==> config.mk <==
export PLATFORM = sky130hd
export DESIGN_NAME = spsc_ctrl
export DESIGN_NICKNAME = d
export VERILOG_FILES = /design/src/hw/spsc_pkg.sv /design/src/hw/spsc_ctrl.sv /design/src/hw/spsc_tcm_ret.sv
export VERILOG_INCLUDE_DIRS = /design/src /design/src/hw
export SDC_FILE = /design/constraint.sdc
export NUM_CORES = 1
export LEC_CHECK = 0
export BUFFER_PORTS_ARGS = -buffer_cell sky130_fd_sc_hd__buf_2
export CAP_MARGIN = 20
export CORE_AREA = 2 2 66 68
export CTS_BUF_LIST = sky130_fd_sc_hd__clkbuf_4 sky130_fd_sc_hd__clkbuf_8
export DETAILED_ROUTE_END_ITERATION = 12
export DIE_AREA = 0 0 68 70
export PLACE_DENSITY = 0.8
export RECOVER_POWER = 50
export SYNTH_ARGS = -nofsm -noshare
export SYNTH_HDL_FRONTEND = slang
export SYNTH_SLANG_ARGS = --single-unit
==> constraint.sdc <==
create_clock -name i_core_clk -period 1.95 [get_ports i_core_clk]
set_input_delay 0.39 -clock i_core_clk [delete_from_list [all_inputs] [get_ports i_core_clk]]
set_output_delay 0.39 -clock i_core_clk [all_outputs]
set_load 0.05 [all_outputs]
==> src/hw/spsc_defines.svh <==
// Constants for the system power state controller
`ifndef SPSC_DEFINES_SVH
`define SPSC_DEFINES_SVH
`define SPSC_ADDR_CTRL 12'h000
`define SPSC_ADDR_RETCFG 12'h004
`define SPSC_ADDR_STATUS 12'h008
`define SPSC_CTRL_REQ_LSB 0
`define SPSC_CTRL_REQ_W 3
`define SPSC_RET_TCM_LSB 0
`define SPSC_RET_CACHE_BIT 4
`define SPSC_RET_NVM_BIT 5
`define SPSC_RETCFG_RST 32'h0000_0000
`define SPSC_WAKE_STEP_NS 64
`define SPSC_CLK_NS 8
`define SPSC_WAKE_STEP_CYC ((`SPSC_WAKE_STEP_NS + `SPSC_CLK_NS - 1) / `SPSC_CLK_NS)
`define SPSC_NUM_TCM_BANKS 7
`endif

==> src/hw/spsc_pkg.sv <==
// Types for the system power state controller
package spsc_pkg;
  typedef enum logic [2:0] {
    SPSC_REQ_ACT, SPSC_REQ_S0, SPSC_REQ_S1, SPSC_REQ_DS0,
    SPSC_REQ_DS1, SPSC_REQ_DS2, SPSC_REQ_DS3, SPSC_REQ_RSV
  } spsc_req_t;
  typedef enum logic [3:0] {
    SPSC_ST_ACT, SPSC_ST_S0, SPSC_ST_S1, SPSC_ST_DS0, SPSC_ST_DS1,
    SPSC_ST_DS2, SPSC_ST_DS3, SPSC_ST_W_OSC, SPSC_ST_W_PWR, SPSC_ST_W_CLK
  } spsc_state_t;
endpackage

==> src/hw/spsc_ctrl.sv <==
// System power state controller with APB registers
`timescale 1ns/1ps
`include "spsc_defines.svh"
//
// Operation
// [RL1] Active keeps all used memory and I/O powered and available.
// [RL2] Sleep level zero entered only when every core sleeps or deeper.
// [RL3] Sleep zero: retain enabled memory, NVM standby, HF RC on, core clocks gated.
// [RL4] Sleep level one also requires every peripheral idle.
// [RL5] Sleep one gates all functional clocks, power as in sleep zero.
// [RL6] Deep zero: selected TCM and cache retained, NVM off, CPU domain off.
// [RL7] Deep one equals deep zero but cache powered fully off.
// [RL8] Deep two: minimal memory, HF RC off, crystal on, switched domains off.
// [RL9] Software asks deep two only with peripherals idle or state saved.
// [RL10] Deep three: no memory, only LF RC and one timer run.
// [RL11] Off state is external supply removal; only NVM survives.
// [RL12] Wake restarts oscillators, restores power, ungates clocks, then releases cores.
// [RL13] Cache powered down in deep sleep when its control bit is set.
// [RL14] Software selects retained TCM amount in deep sleep, none to 384 kB.
// [RL15] NVM powered down in deep sleep when its control bit is set; code turns NVM off in every deep state, bit only acts in SPSC_ST_W_OSC.
module spsc_ctrl
(
  input wire logic i_core_clk,
  input wire logic i_rst_n,
  input wire logic i_psel,
  input wire logic i_penable,
  input wire logic i_pwrite,
  input wire logic [11:0] i_paddr,
  input wire logic [31:0] i_pwdata,
  output logic [31:0] o_prdata,
  output logic o_pready,
  output logic o_pslverr,
  input wire logic i_cores_sleep,
  input wire logic i_cores_deep,
  input wire logic i_periph_idle,
  input wire logic i_wake,
  output logic o_core_run,
  output logic o_core_clk_en,
  output logic o_periph_clk_en,
  output logic o_cpu_pwr_on,
  output logic o_periph_pwr_on,
  output logic o_nvm_on,
  output logic o_nvm_standby,
  output logic o_cache_on,
  output logic o_cache_ret,
  output logic [6:0] o_tcm_bank_ret,
  output logic o_tcm_all_on,
  output logic o_high_freq_rc_osc_en,
  output logic o_low_freq_rc_osc_en,
  output logic o_crystal_osc_en,
  output logic o_timer_run,
  output logic o_cpu_state_ret
);
  import spsc_pkg::*;

  spsc_state_t st_r, st_nxt;
  spsc_req_t req_r, req_nxt;
  logic [31:0] retcfg_r, retcfg_nxt;
  logic [3:0] cnt_r, cnt_nxt;
  logic [31:0] rdata_r, rdata_nxt;
  logic [6:0] bank_ret;
  logic wr_acc, rd_acc, hit;

  // Address decode used only by the slave error path
  function automatic logic addr_ok(input logic [11:0] a);
    addr_ok = (a == `SPSC_ADDR_CTRL) || (a == `SPSC_ADDR_RETCFG) || (a == `SPSC_ADDR_STATUS);
  endfunction

  function automatic logic is_deep(input spsc_state_t s);
    is_deep = (s == SPSC_ST_DS0) || (s == SPSC_ST_DS1) || (s == SPSC_ST_DS2)
      || (s == SPSC_ST_DS3);
  endfunction

  assign hit = addr_ok(i_paddr);
  assign wr_acc = i_psel && i_penable && i_pwrite;
  assign rd_acc = i_psel && i_penable && !i_pwrite;
  assign o_pready = 1'b1; // Zero wait states
  assign o_pslverr = i_psel && i_penable && !hit;
  assign o_prdata = rdata_r;

  // TCM bank retention decode
  spsc_tcm_ret spsc_tcm_ret_inst
  (
    .i_sel (retcfg_r[`SPSC_RET_TCM_LSB +: 3]), // [RL14]
    .o_bank_ret (bank_ret)
  );

  // Register file next values
  always_comb
  begin
    req_nxt = req_r;
    retcfg_nxt = retcfg_r;
    rdata_nxt = rdata_r;
    if (wr_acc && i_paddr == `SPSC_ADDR_CTRL)
    begin
      req_nxt = spsc_req_t'(i_pwdata[`SPSC_CTRL_REQ_LSB +: `SPSC_CTRL_REQ_W]);
    end
    if (wr_acc && i_paddr == `SPSC_ADDR_RETCFG)
    begin
      retcfg_nxt = {26'h0, i_pwdata[5:0]};
    end
    // Read data captured in the setup phase for this transfer's access phase
    if (i_psel && !i_penable && !i_pwrite)
    begin
      case (i_paddr)
        `SPSC_ADDR_CTRL: rdata_nxt = {29'h0, req_r};
        `SPSC_ADDR_RETCFG: rdata_nxt = retcfg_r;
        `SPSC_ADDR_STATUS: rdata_nxt = {27'h0, o_core_run, st_r};
        default: rdata_nxt = 32'h0;
      endcase
    end
  end

  always_ff @(posedge i_core_clk)
  begin
    if (!i_rst_n)
    begin
      req_r <= SPSC_REQ_ACT; // Power return starts from defaults [RL11]
      retcfg_r <= `SPSC_RETCFG_RST;
      rdata_r <= 32'h0;
    end
    else
    begin
      req_r <= req_nxt;
      retcfg_r <= retcfg_nxt;
      rdata_r <= rdata_nxt;
    end
  end

  // Power state sequencer
  always_comb
  begin
    st_nxt = st_r;
    cnt_nxt = (cnt_r != 4'h0) ? cnt_r - 4'h1 : 4'h0;
    case (st_r)
      SPSC_ST_ACT:
      begin
        if (i_cores_sleep && !i_wake)
        begin
          case (req_r)
            SPSC_REQ_S0: st_nxt = SPSC_ST_S0; // [RL2]
            SPSC_REQ_S1: st_nxt = i_periph_idle ? SPSC_ST_S1 : SPSC_ST_S0; // [RL4]
            SPSC_REQ_DS0: st_nxt = i_cores_deep ? SPSC_ST_DS0 : SPSC_ST_ACT;
            SPSC_REQ_DS1: st_nxt = i_cores_deep ? SPSC_ST_DS1 : SPSC_ST_ACT;
            SPSC_REQ_DS2: st_nxt = i_cores_deep ? SPSC_ST_DS2 : SPSC_ST_ACT; // [RL9]
            SPSC_REQ_DS3: st_nxt = i_cores_deep ? SPSC_ST_DS3 : SPSC_ST_ACT;
            default: st_nxt = SPSC_ST_ACT;
          endcase
        end
      end
      SPSC_ST_S0, SPSC_ST_S1, SPSC_ST_DS0, SPSC_ST_DS1, SPSC_ST_DS2, SPSC_ST_DS3:
      begin
        if (i_wake)
        begin
          st_nxt = SPSC_ST_W_OSC; // [RL12]
          cnt_nxt = 4'(`SPSC_WAKE_STEP_CYC);
        end
      end
      SPSC_ST_W_OSC:
      begin
        if (cnt_r == 4'h0)
        begin
          st_nxt = SPSC_ST_W_PWR; // [RL12]
          cnt_nxt = 4'(`SPSC_WAKE_STEP_CYC);
        end
      end
      SPSC_ST_W_PWR:
      begin
        if (cnt_r == 4'h0)
        begin
          st_nxt = SPSC_ST_W_CLK;
          cnt_nxt = 4'(`SPSC_WAKE_STEP_CYC);
        end
      end
      SPSC_ST_W_CLK:
      begin
        if (cnt_r == 4'h0)
        begin
          st_nxt = SPSC_ST_ACT;
        end
      end
      default: st_nxt = SPSC_ST_ACT;
    endcase
  end

  always_ff @(posedge i_core_clk)
  begin
    if (!i_rst_n)
    begin
      st_r <= SPSC_ST_ACT;
      cnt_r <= 4'h0;
    end
    else
    begin
      st_r <= st_nxt;
      cnt_r <= cnt_nxt;
    end
  end

  // Per-state controls for oscillators, domains, clocks and memory
  always_comb
  begin
    o_core_run = (st_r == SPSC_ST_ACT); // [RL1]
    o_core_clk_en = (st_r == SPSC_ST_ACT) || (st_r == SPSC_ST_W_CLK); // [RL3]
    o_periph_clk_en = (st_r == SPSC_ST_ACT) || (st_r == SPSC_ST_S0)
      || (st_r == SPSC_ST_DS0) || (st_r == SPSC_ST_DS1)
      || (st_r == SPSC_ST_W_CLK); // [RL5]
    o_cpu_pwr_on = !is_deep(st_r) && (st_r != SPSC_ST_W_OSC); // [RL6]
    o_periph_pwr_on = !(st_r == SPSC_ST_DS2 || st_r == SPSC_ST_DS3
      || st_r == SPSC_ST_W_OSC); // [RL8]
    o_nvm_on = !is_deep(st_r)
      && !(st_r == SPSC_ST_W_OSC && retcfg_r[`SPSC_RET_NVM_BIT]); // [RL15]
    o_nvm_standby = (st_r == SPSC_ST_S0) || (st_r == SPSC_ST_S1); // [RL3]
    o_cache_on = !is_deep(st_r) || !retcfg_r[`SPSC_RET_CACHE_BIT]; // [RL13]
    o_cache_ret = is_deep(st_r) && o_cache_on;
    o_tcm_all_on = !is_deep(st_r); // [RL3]
    o_tcm_bank_ret = 7'h0;
    o_high_freq_rc_osc_en = !(st_r == SPSC_ST_DS2 || st_r == SPSC_ST_DS3);
    o_low_freq_rc_osc_en = (st_r == SPSC_ST_DS3); // [RL10]
    o_crystal_osc_en = (st_r != SPSC_ST_DS3);
    o_timer_run = 1'b1; // [RL10]
    o_cpu_state_ret = is_deep(st_r);
    case (st_r)
      SPSC_ST_DS0:
      begin
        o_nvm_on = 1'b0; // [RL6]
        o_tcm_bank_ret = bank_ret;
      end
      SPSC_ST_DS1:
      begin
        o_nvm_on = 1'b0;
        o_cache_on = 1'b0; // [RL7]
        o_cache_ret = 1'b0;
        o_tcm_bank_ret = bank_ret;
      end
      SPSC_ST_DS2:
      begin
        o_nvm_on = 1'b0;
        o_cache_on = 1'b0; // [RL8]
        o_cache_ret = 1'b0;
        o_tcm_bank_ret = bank_ret;
      end
      SPSC_ST_DS3:
      begin
        o_nvm_on = 1'b0;
        o_cache_on = 1'b0; // [RL10]
        o_cache_ret = 1'b0;
        o_tcm_bank_ret = 7'h0;
      end
      default:
      begin
        o_tcm_bank_ret = 7'h0;
      end
    endcase
  end

  // Entry conditions, per-state controls and wake order
  property p_sleep_needs_cores;
    @(posedge i_core_clk) disable iff (!i_rst_n)
      (st_r == SPSC_ST_S0 && $past(st_r) == SPSC_ST_ACT) |-> $past(i_cores_sleep);
  endproperty
  a_sleep_needs_cores: assert property (p_sleep_needs_cores) else $error("sleep0 without cores asleep"); // [RL2]

  property p_s1_needs_idle;
    @(posedge i_core_clk) disable iff (!i_rst_n)
      (st_r == SPSC_ST_S1 && $past(st_r) == SPSC_ST_ACT)
        |-> ($past(i_periph_idle) && $past(i_cores_sleep));
  endproperty
  a_s1_needs_idle: assert property (p_s1_needs_idle) else $error("sleep1 with busy periph"); // [RL4]

  property p_s1_clocks;
    @(posedge i_core_clk) disable iff (!i_rst_n)
      (st_r == SPSC_ST_S1) |-> (!o_core_clk_en && !o_periph_clk_en && o_high_freq_rc_osc_en);
  endproperty
  a_s1_clocks: assert property (p_s1_clocks) else $error("sleep1 clocks wrong"); // [RL5]

  property p_ds1_cache_off;
    @(posedge i_core_clk) disable iff (!i_rst_n)
      (st_r == SPSC_ST_DS1) |-> (!o_cache_on && !o_nvm_on && !o_cpu_pwr_on);
  endproperty
  a_ds1_cache_off: assert property (p_ds1_cache_off) else $error("deep1 cache or nvm on"); // [RL7]

  property p_ds3_osc;
    @(posedge i_core_clk) disable iff (!i_rst_n)
      (st_r == SPSC_ST_DS3) |-> (o_low_freq_rc_osc_en && !o_high_freq_rc_osc_en
        && !o_crystal_osc_en && o_tcm_bank_ret == 7'h0);
  endproperty
  a_ds3_osc: assert property (p_ds3_osc) else $error("deep3 oscillators wrong"); // [RL10]

  property p_ds2_osc;
    @(posedge i_core_clk) disable iff (!i_rst_n)
      (st_r == SPSC_ST_DS2) |-> (!o_high_freq_rc_osc_en && o_crystal_osc_en && !o_periph_pwr_on);
  endproperty
  a_ds2_osc: assert property (p_ds2_osc) else $error("deep2 controls wrong"); // [RL8]

  property p_wake_seq;
    @(posedge i_core_clk) disable iff (!i_rst_n)
      ((st_r == SPSC_ST_S0 || st_r == SPSC_ST_S1 || is_deep(st_r)) && i_wake)
        |=> (st_r == SPSC_ST_W_OSC && o_high_freq_rc_osc_en && !o_core_run)
        ##9 (st_r == SPSC_ST_W_PWR && o_cpu_pwr_on && !o_core_clk_en)
        ##9 (st_r == SPSC_ST_W_CLK && o_core_clk_en && !o_core_run)
        ##9 o_core_run;
  endproperty
  a_wake_seq: assert property (p_wake_seq) else $error("wake sequence wrong"); // [RL12]

  property p_active_power;
    @(posedge i_core_clk) disable iff (!i_rst_n)
      o_core_run |-> (o_cpu_pwr_on && o_nvm_on && o_tcm_all_on && o_core_clk_en);
  endproperty
  a_active_power: assert property (p_active_power) else $error("active not powered"); // [RL1]

  property p_nvm_ctrl;
    @(posedge i_core_clk) disable iff (!i_rst_n)
      (st_r == SPSC_ST_S0) |-> (o_nvm_standby && o_nvm_on && o_tcm_all_on);
  endproperty
  a_nvm_ctrl: assert property (p_nvm_ctrl) else $error("sleep0 memory wrong"); // [RL3]

  c_enter_s0: cover property (@(posedge i_core_clk) disable iff (!i_rst_n) st_r == SPSC_ST_S0);
  c_enter_ds2: cover property (@(posedge i_core_clk) disable iff (!i_rst_n) st_r == SPSC_ST_DS2);
  c_enter_ds3: cover property (@(posedge i_core_clk) disable iff (!i_rst_n) st_r == SPSC_ST_DS3);
  c_wake_done: cover property (@(posedge i_core_clk) disable iff (!i_rst_n)
    st_r == SPSC_ST_W_CLK ##1 st_r == SPSC_ST_ACT);
endmodule // spsc_ctrl

==> src/hw/spsc_tcm_ret.sv <==
// TCM retention bank decoder for the system power state controller
`timescale 1ns/1ps
`include "spsc_defines.svh"
module spsc_tcm_ret
(
  input wire logic [2:0] i_sel,
  output logic [6:0] o_bank_ret
);
  // Banks of 32,64,32,128,96,32 kB; cumulative sizes 32,96,128,256,352,384
  logic [2:0] nbank;
  always_comb
  begin
    nbank = (i_sel > 3'h6) ? 3'h6 : i_sel;
  end
  // One retention enable per bank
  genvar g;
  generate
    for (g = 0; g < 6; g++)
    begin : g_bank
      assign o_bank_ret[g] = (nbank > 3'(g));
    end
  endgenerate
  assign o_bank_ret[6] = 1'b0;
endmodule // spsc_tcm_ret

==> flow_summary.toml <==
[run_status]
status = "completed"

[setup_path]
crit_family = "simple AND/OR/NAND/NOR gates"
crit_path_max_incr_delay_ns = 0.36
cp.required_ns = 1.56
cp_cell_sequence = "nand3b_1, a21oi_4, and2_4, o21a_2, buf_6"
arrival_ns = 1.53
crit_type = "reg2out"
crit_fanout = 6
cp_num_buf_inv = 1
critPathCaptureType = "output pin"
cp_slowest_cell = "dfxtp_2"
worst_setup_path_start_kind = "flip-flop"

[clocking]
cts-root-buf = "clkbuf_8"
hold_buffers = 0
cts.clk_slew.worst_paths_ns = 0.10
htreeDepth = 1
clock-sinks = 23
cts_buffer_depth = 2
clk_latency_ns = 0.27
cts_tree = "built"
cts_buffers = 3

[timing]
period_share_pct = 98.2
fmaxAchievable_ghz = 0.522
min_period_ns = 1.92
worst_hold_slack_ns = 0.370
final-setup-viol-count = 0
fin_ws_ns = 0.0345
drv_slew = 0
max_slew_margin_pct = 59.1
rsz0062_at_grt = "true"
hold_viol = 0
finClkSkew_ns = 0.0128
worstMarginPinSlew_ns = 0.616

[layout]
drive_above_1_share_pct = 33.0
nets = 323
final-seq-area_sq_um = 462
final_util_pct = 50.6
antenna_cells = 0
area_growth_syn_to_layout_pct = 21.8
multiInputGateArea_sq_um = 1080
nFillCells = 399
post_layout_nonfiller_instances = 319

[placed_design]
pre_cts_ws_ns = -0.0958
placedCellCount = 313
portBuffers = 53
gp_congestion = 0.774
dp_hpwl_mm = 3.04

[floorplan]
fp-row-count = 24
core_sq_um = 4140
fp.dieH_um = 70
start_util_pct = 41.6
dieWidth_um = 68
die_area_sq_um = 4760
io_pins = 109

[pwr]
ir_worst_vdd_mv = 0.450
power.density_nw_per_um2 = 1120
p_leak_nw = 0.954

[synthesis]
syn_avg_cell_area_sq_um = 8.20
synth-edff-count = 0
synth-main-ff-cell = "dfxtp_1"
ys_warn_count = 0
async_flop_share_pct = 0
syn_area_sq_um = 1720
ys_types = 49
synth-seq-cells = 23
ys_seq_area_share_pct = 26.7
syn_inst = 210

[detailed_routing]
wire_per_inst_um = 12.4
viasPerCell = 4.96
drtIter0Drc = 86
postRouteAntennaNets = 0
drcViolationCount = 0
vias = 1581
wl_mm = 3.95
dr.pass1.iters = 4

[global_route]
first_global_vias = 1438
grt_overflow = 0
grt_max_degree = 26
antenna_found_initial = 0
grt_usage_pct = 16.9
grt_first_pass_wirelength_mm = 6.36

[run]
max_cap_violations = 0

[hold_path]
hold_path_class = "in2reg"
[state kept, by name, indices dropped and copies added (netlist names)]
name and count:
cnt_r 4, o_prdata 6, req_r 3, retcfg_r 6
st_r 4
[layout by cell type, fill, tap and decap left out, drive strengths merged, types with 6 or more instances in the layout]
master / Yosys / layout
buf: 31 / 57
nor2: 6 / 6
mux2i: 13 / 13
clkbuf: 9 / 13
nand2b: 6 / 6
nand2: 30 / 30
o21ai: 9 / 9
inv: 8 / 7
conb: 2 / 29
dfxtp: 23 / 23
a22o: 6 / 6
[routing by layer]
layer	part of all wire, %	wire (um)	GRT usage [%]	vias up
met3	6.4	254	4.03	6
met1	43	1690	22.2	732
li1	-	-	-	789
met5	0	0	0	-
met4	1.6	64	6.22	0
met2	49	1940	26.5	54
[per-stage QoR]
stage          setup TNS, ns  instance area, sq um  power [mW]
2_1_floorplan         -0.300                  1900        1.77
3_3_place_gp          -0.145                  1990        1.97
3_5_place_dp          -0.565                  1990        2.00
4_1_cts              -0.0286                  2070        2.32
5_1_grt              -0.0422                  2100        2.51
6_report                   0                  2100        2.36
[worst reg2reg max path: stages, from the launching register on]
cell      delay (ns)
dfxtp_1         0.34
inv_1           0.08
ha_1            0.18
or3b_2          0.49
o21ai_0         0.12
o211ai_1        0.19
o221a_2         0.28
[final cells by class]
type / count / share of cell area, %
inverter: 8 / 1.61
timing repair buffer: 67 / 19.3
sequential: 23 / 22.0
clock inverter: 1 / 0.358
tap: 52 / 3.10
multi-input combinational: 165 / 51.7
clock buffer: 3 / 1.97
[cells by family after synthesis]
logic type	synth area share, %
xor+xnor	1.53
buf+inv	19.5
mux	7.55
flops	26.7
other cells	0.436
compound gates	16.2
fa+ha+maj	1.45
simple gates	26.7
[where the power goes]
| group | internal (mW) | total [mW] | switching, mW |
|---|---|---|---|
| combinational | 0.482 | 1.46 | 0.975 |
| sequential | 0.527 | 0.588 | 0.0607 |
| clock | 0.145 | 0.313 | 0.168 |
[final timing paths]
kind / startpoint / end / slack (ns) / cells after the start
worst max-delay path: st_r[2]$_SDFFE_PN0P_ / o_tcm_bank_ret[4] / 0.03 / 5
worst min-delay path: i_pwdata[3] / retcfg_r[3]$_SDFFE_PN0P_ / 0.37 / 3
worst max register to register: cnt_r[0]$_SDFF_PN0_ / st_r[0]$_SDFFE_PN0P_ / 0.16 / 6
worst min register to register: cnt_r[0]$_SDFF_PN0_ / cnt_r[0]$_SDFF_PN0_ / 0.47 / 1
[repair_timing]
action | CTS | global route
resized for setup | 10 | 8
buffers inserted | 1 | 1
setup endpoints to repair | 9 | 11
endpoints found under the hold margin | 0 | 0
pin swaps | 4 | 3
[synth_stat cells, types with 3 or more instances]
library cell / count / share of area (%)
buf_4: 29 / 13
clkbuf_1: 7 / 1.5
dfxtp_1: 23 / 27
o21ai_0: 9 / 2.6
a21oi_1: 3 / 0.87
nand2_1: 30 / 6.5
mux2i_1: 13 / 7.6
o21a_1: 4 / 1.7
inv_1: 8 / 1.7
and3_1: 4 / 1.5
nand3b_1: 3 / 1.3
nor2b_1: 3 / 1.1
and2_1: 3 / 1.1
nand2b_1: 6 / 2.2
nor2_1: 6 / 1.3
a21boi_0: 3 / 1.3
a22o_1: 6 / 3.1
nand3_1: 5 / 1.5
o221a_2: 3 / 2.0
No activity file was read; power rests on OpenSTA's default activity.
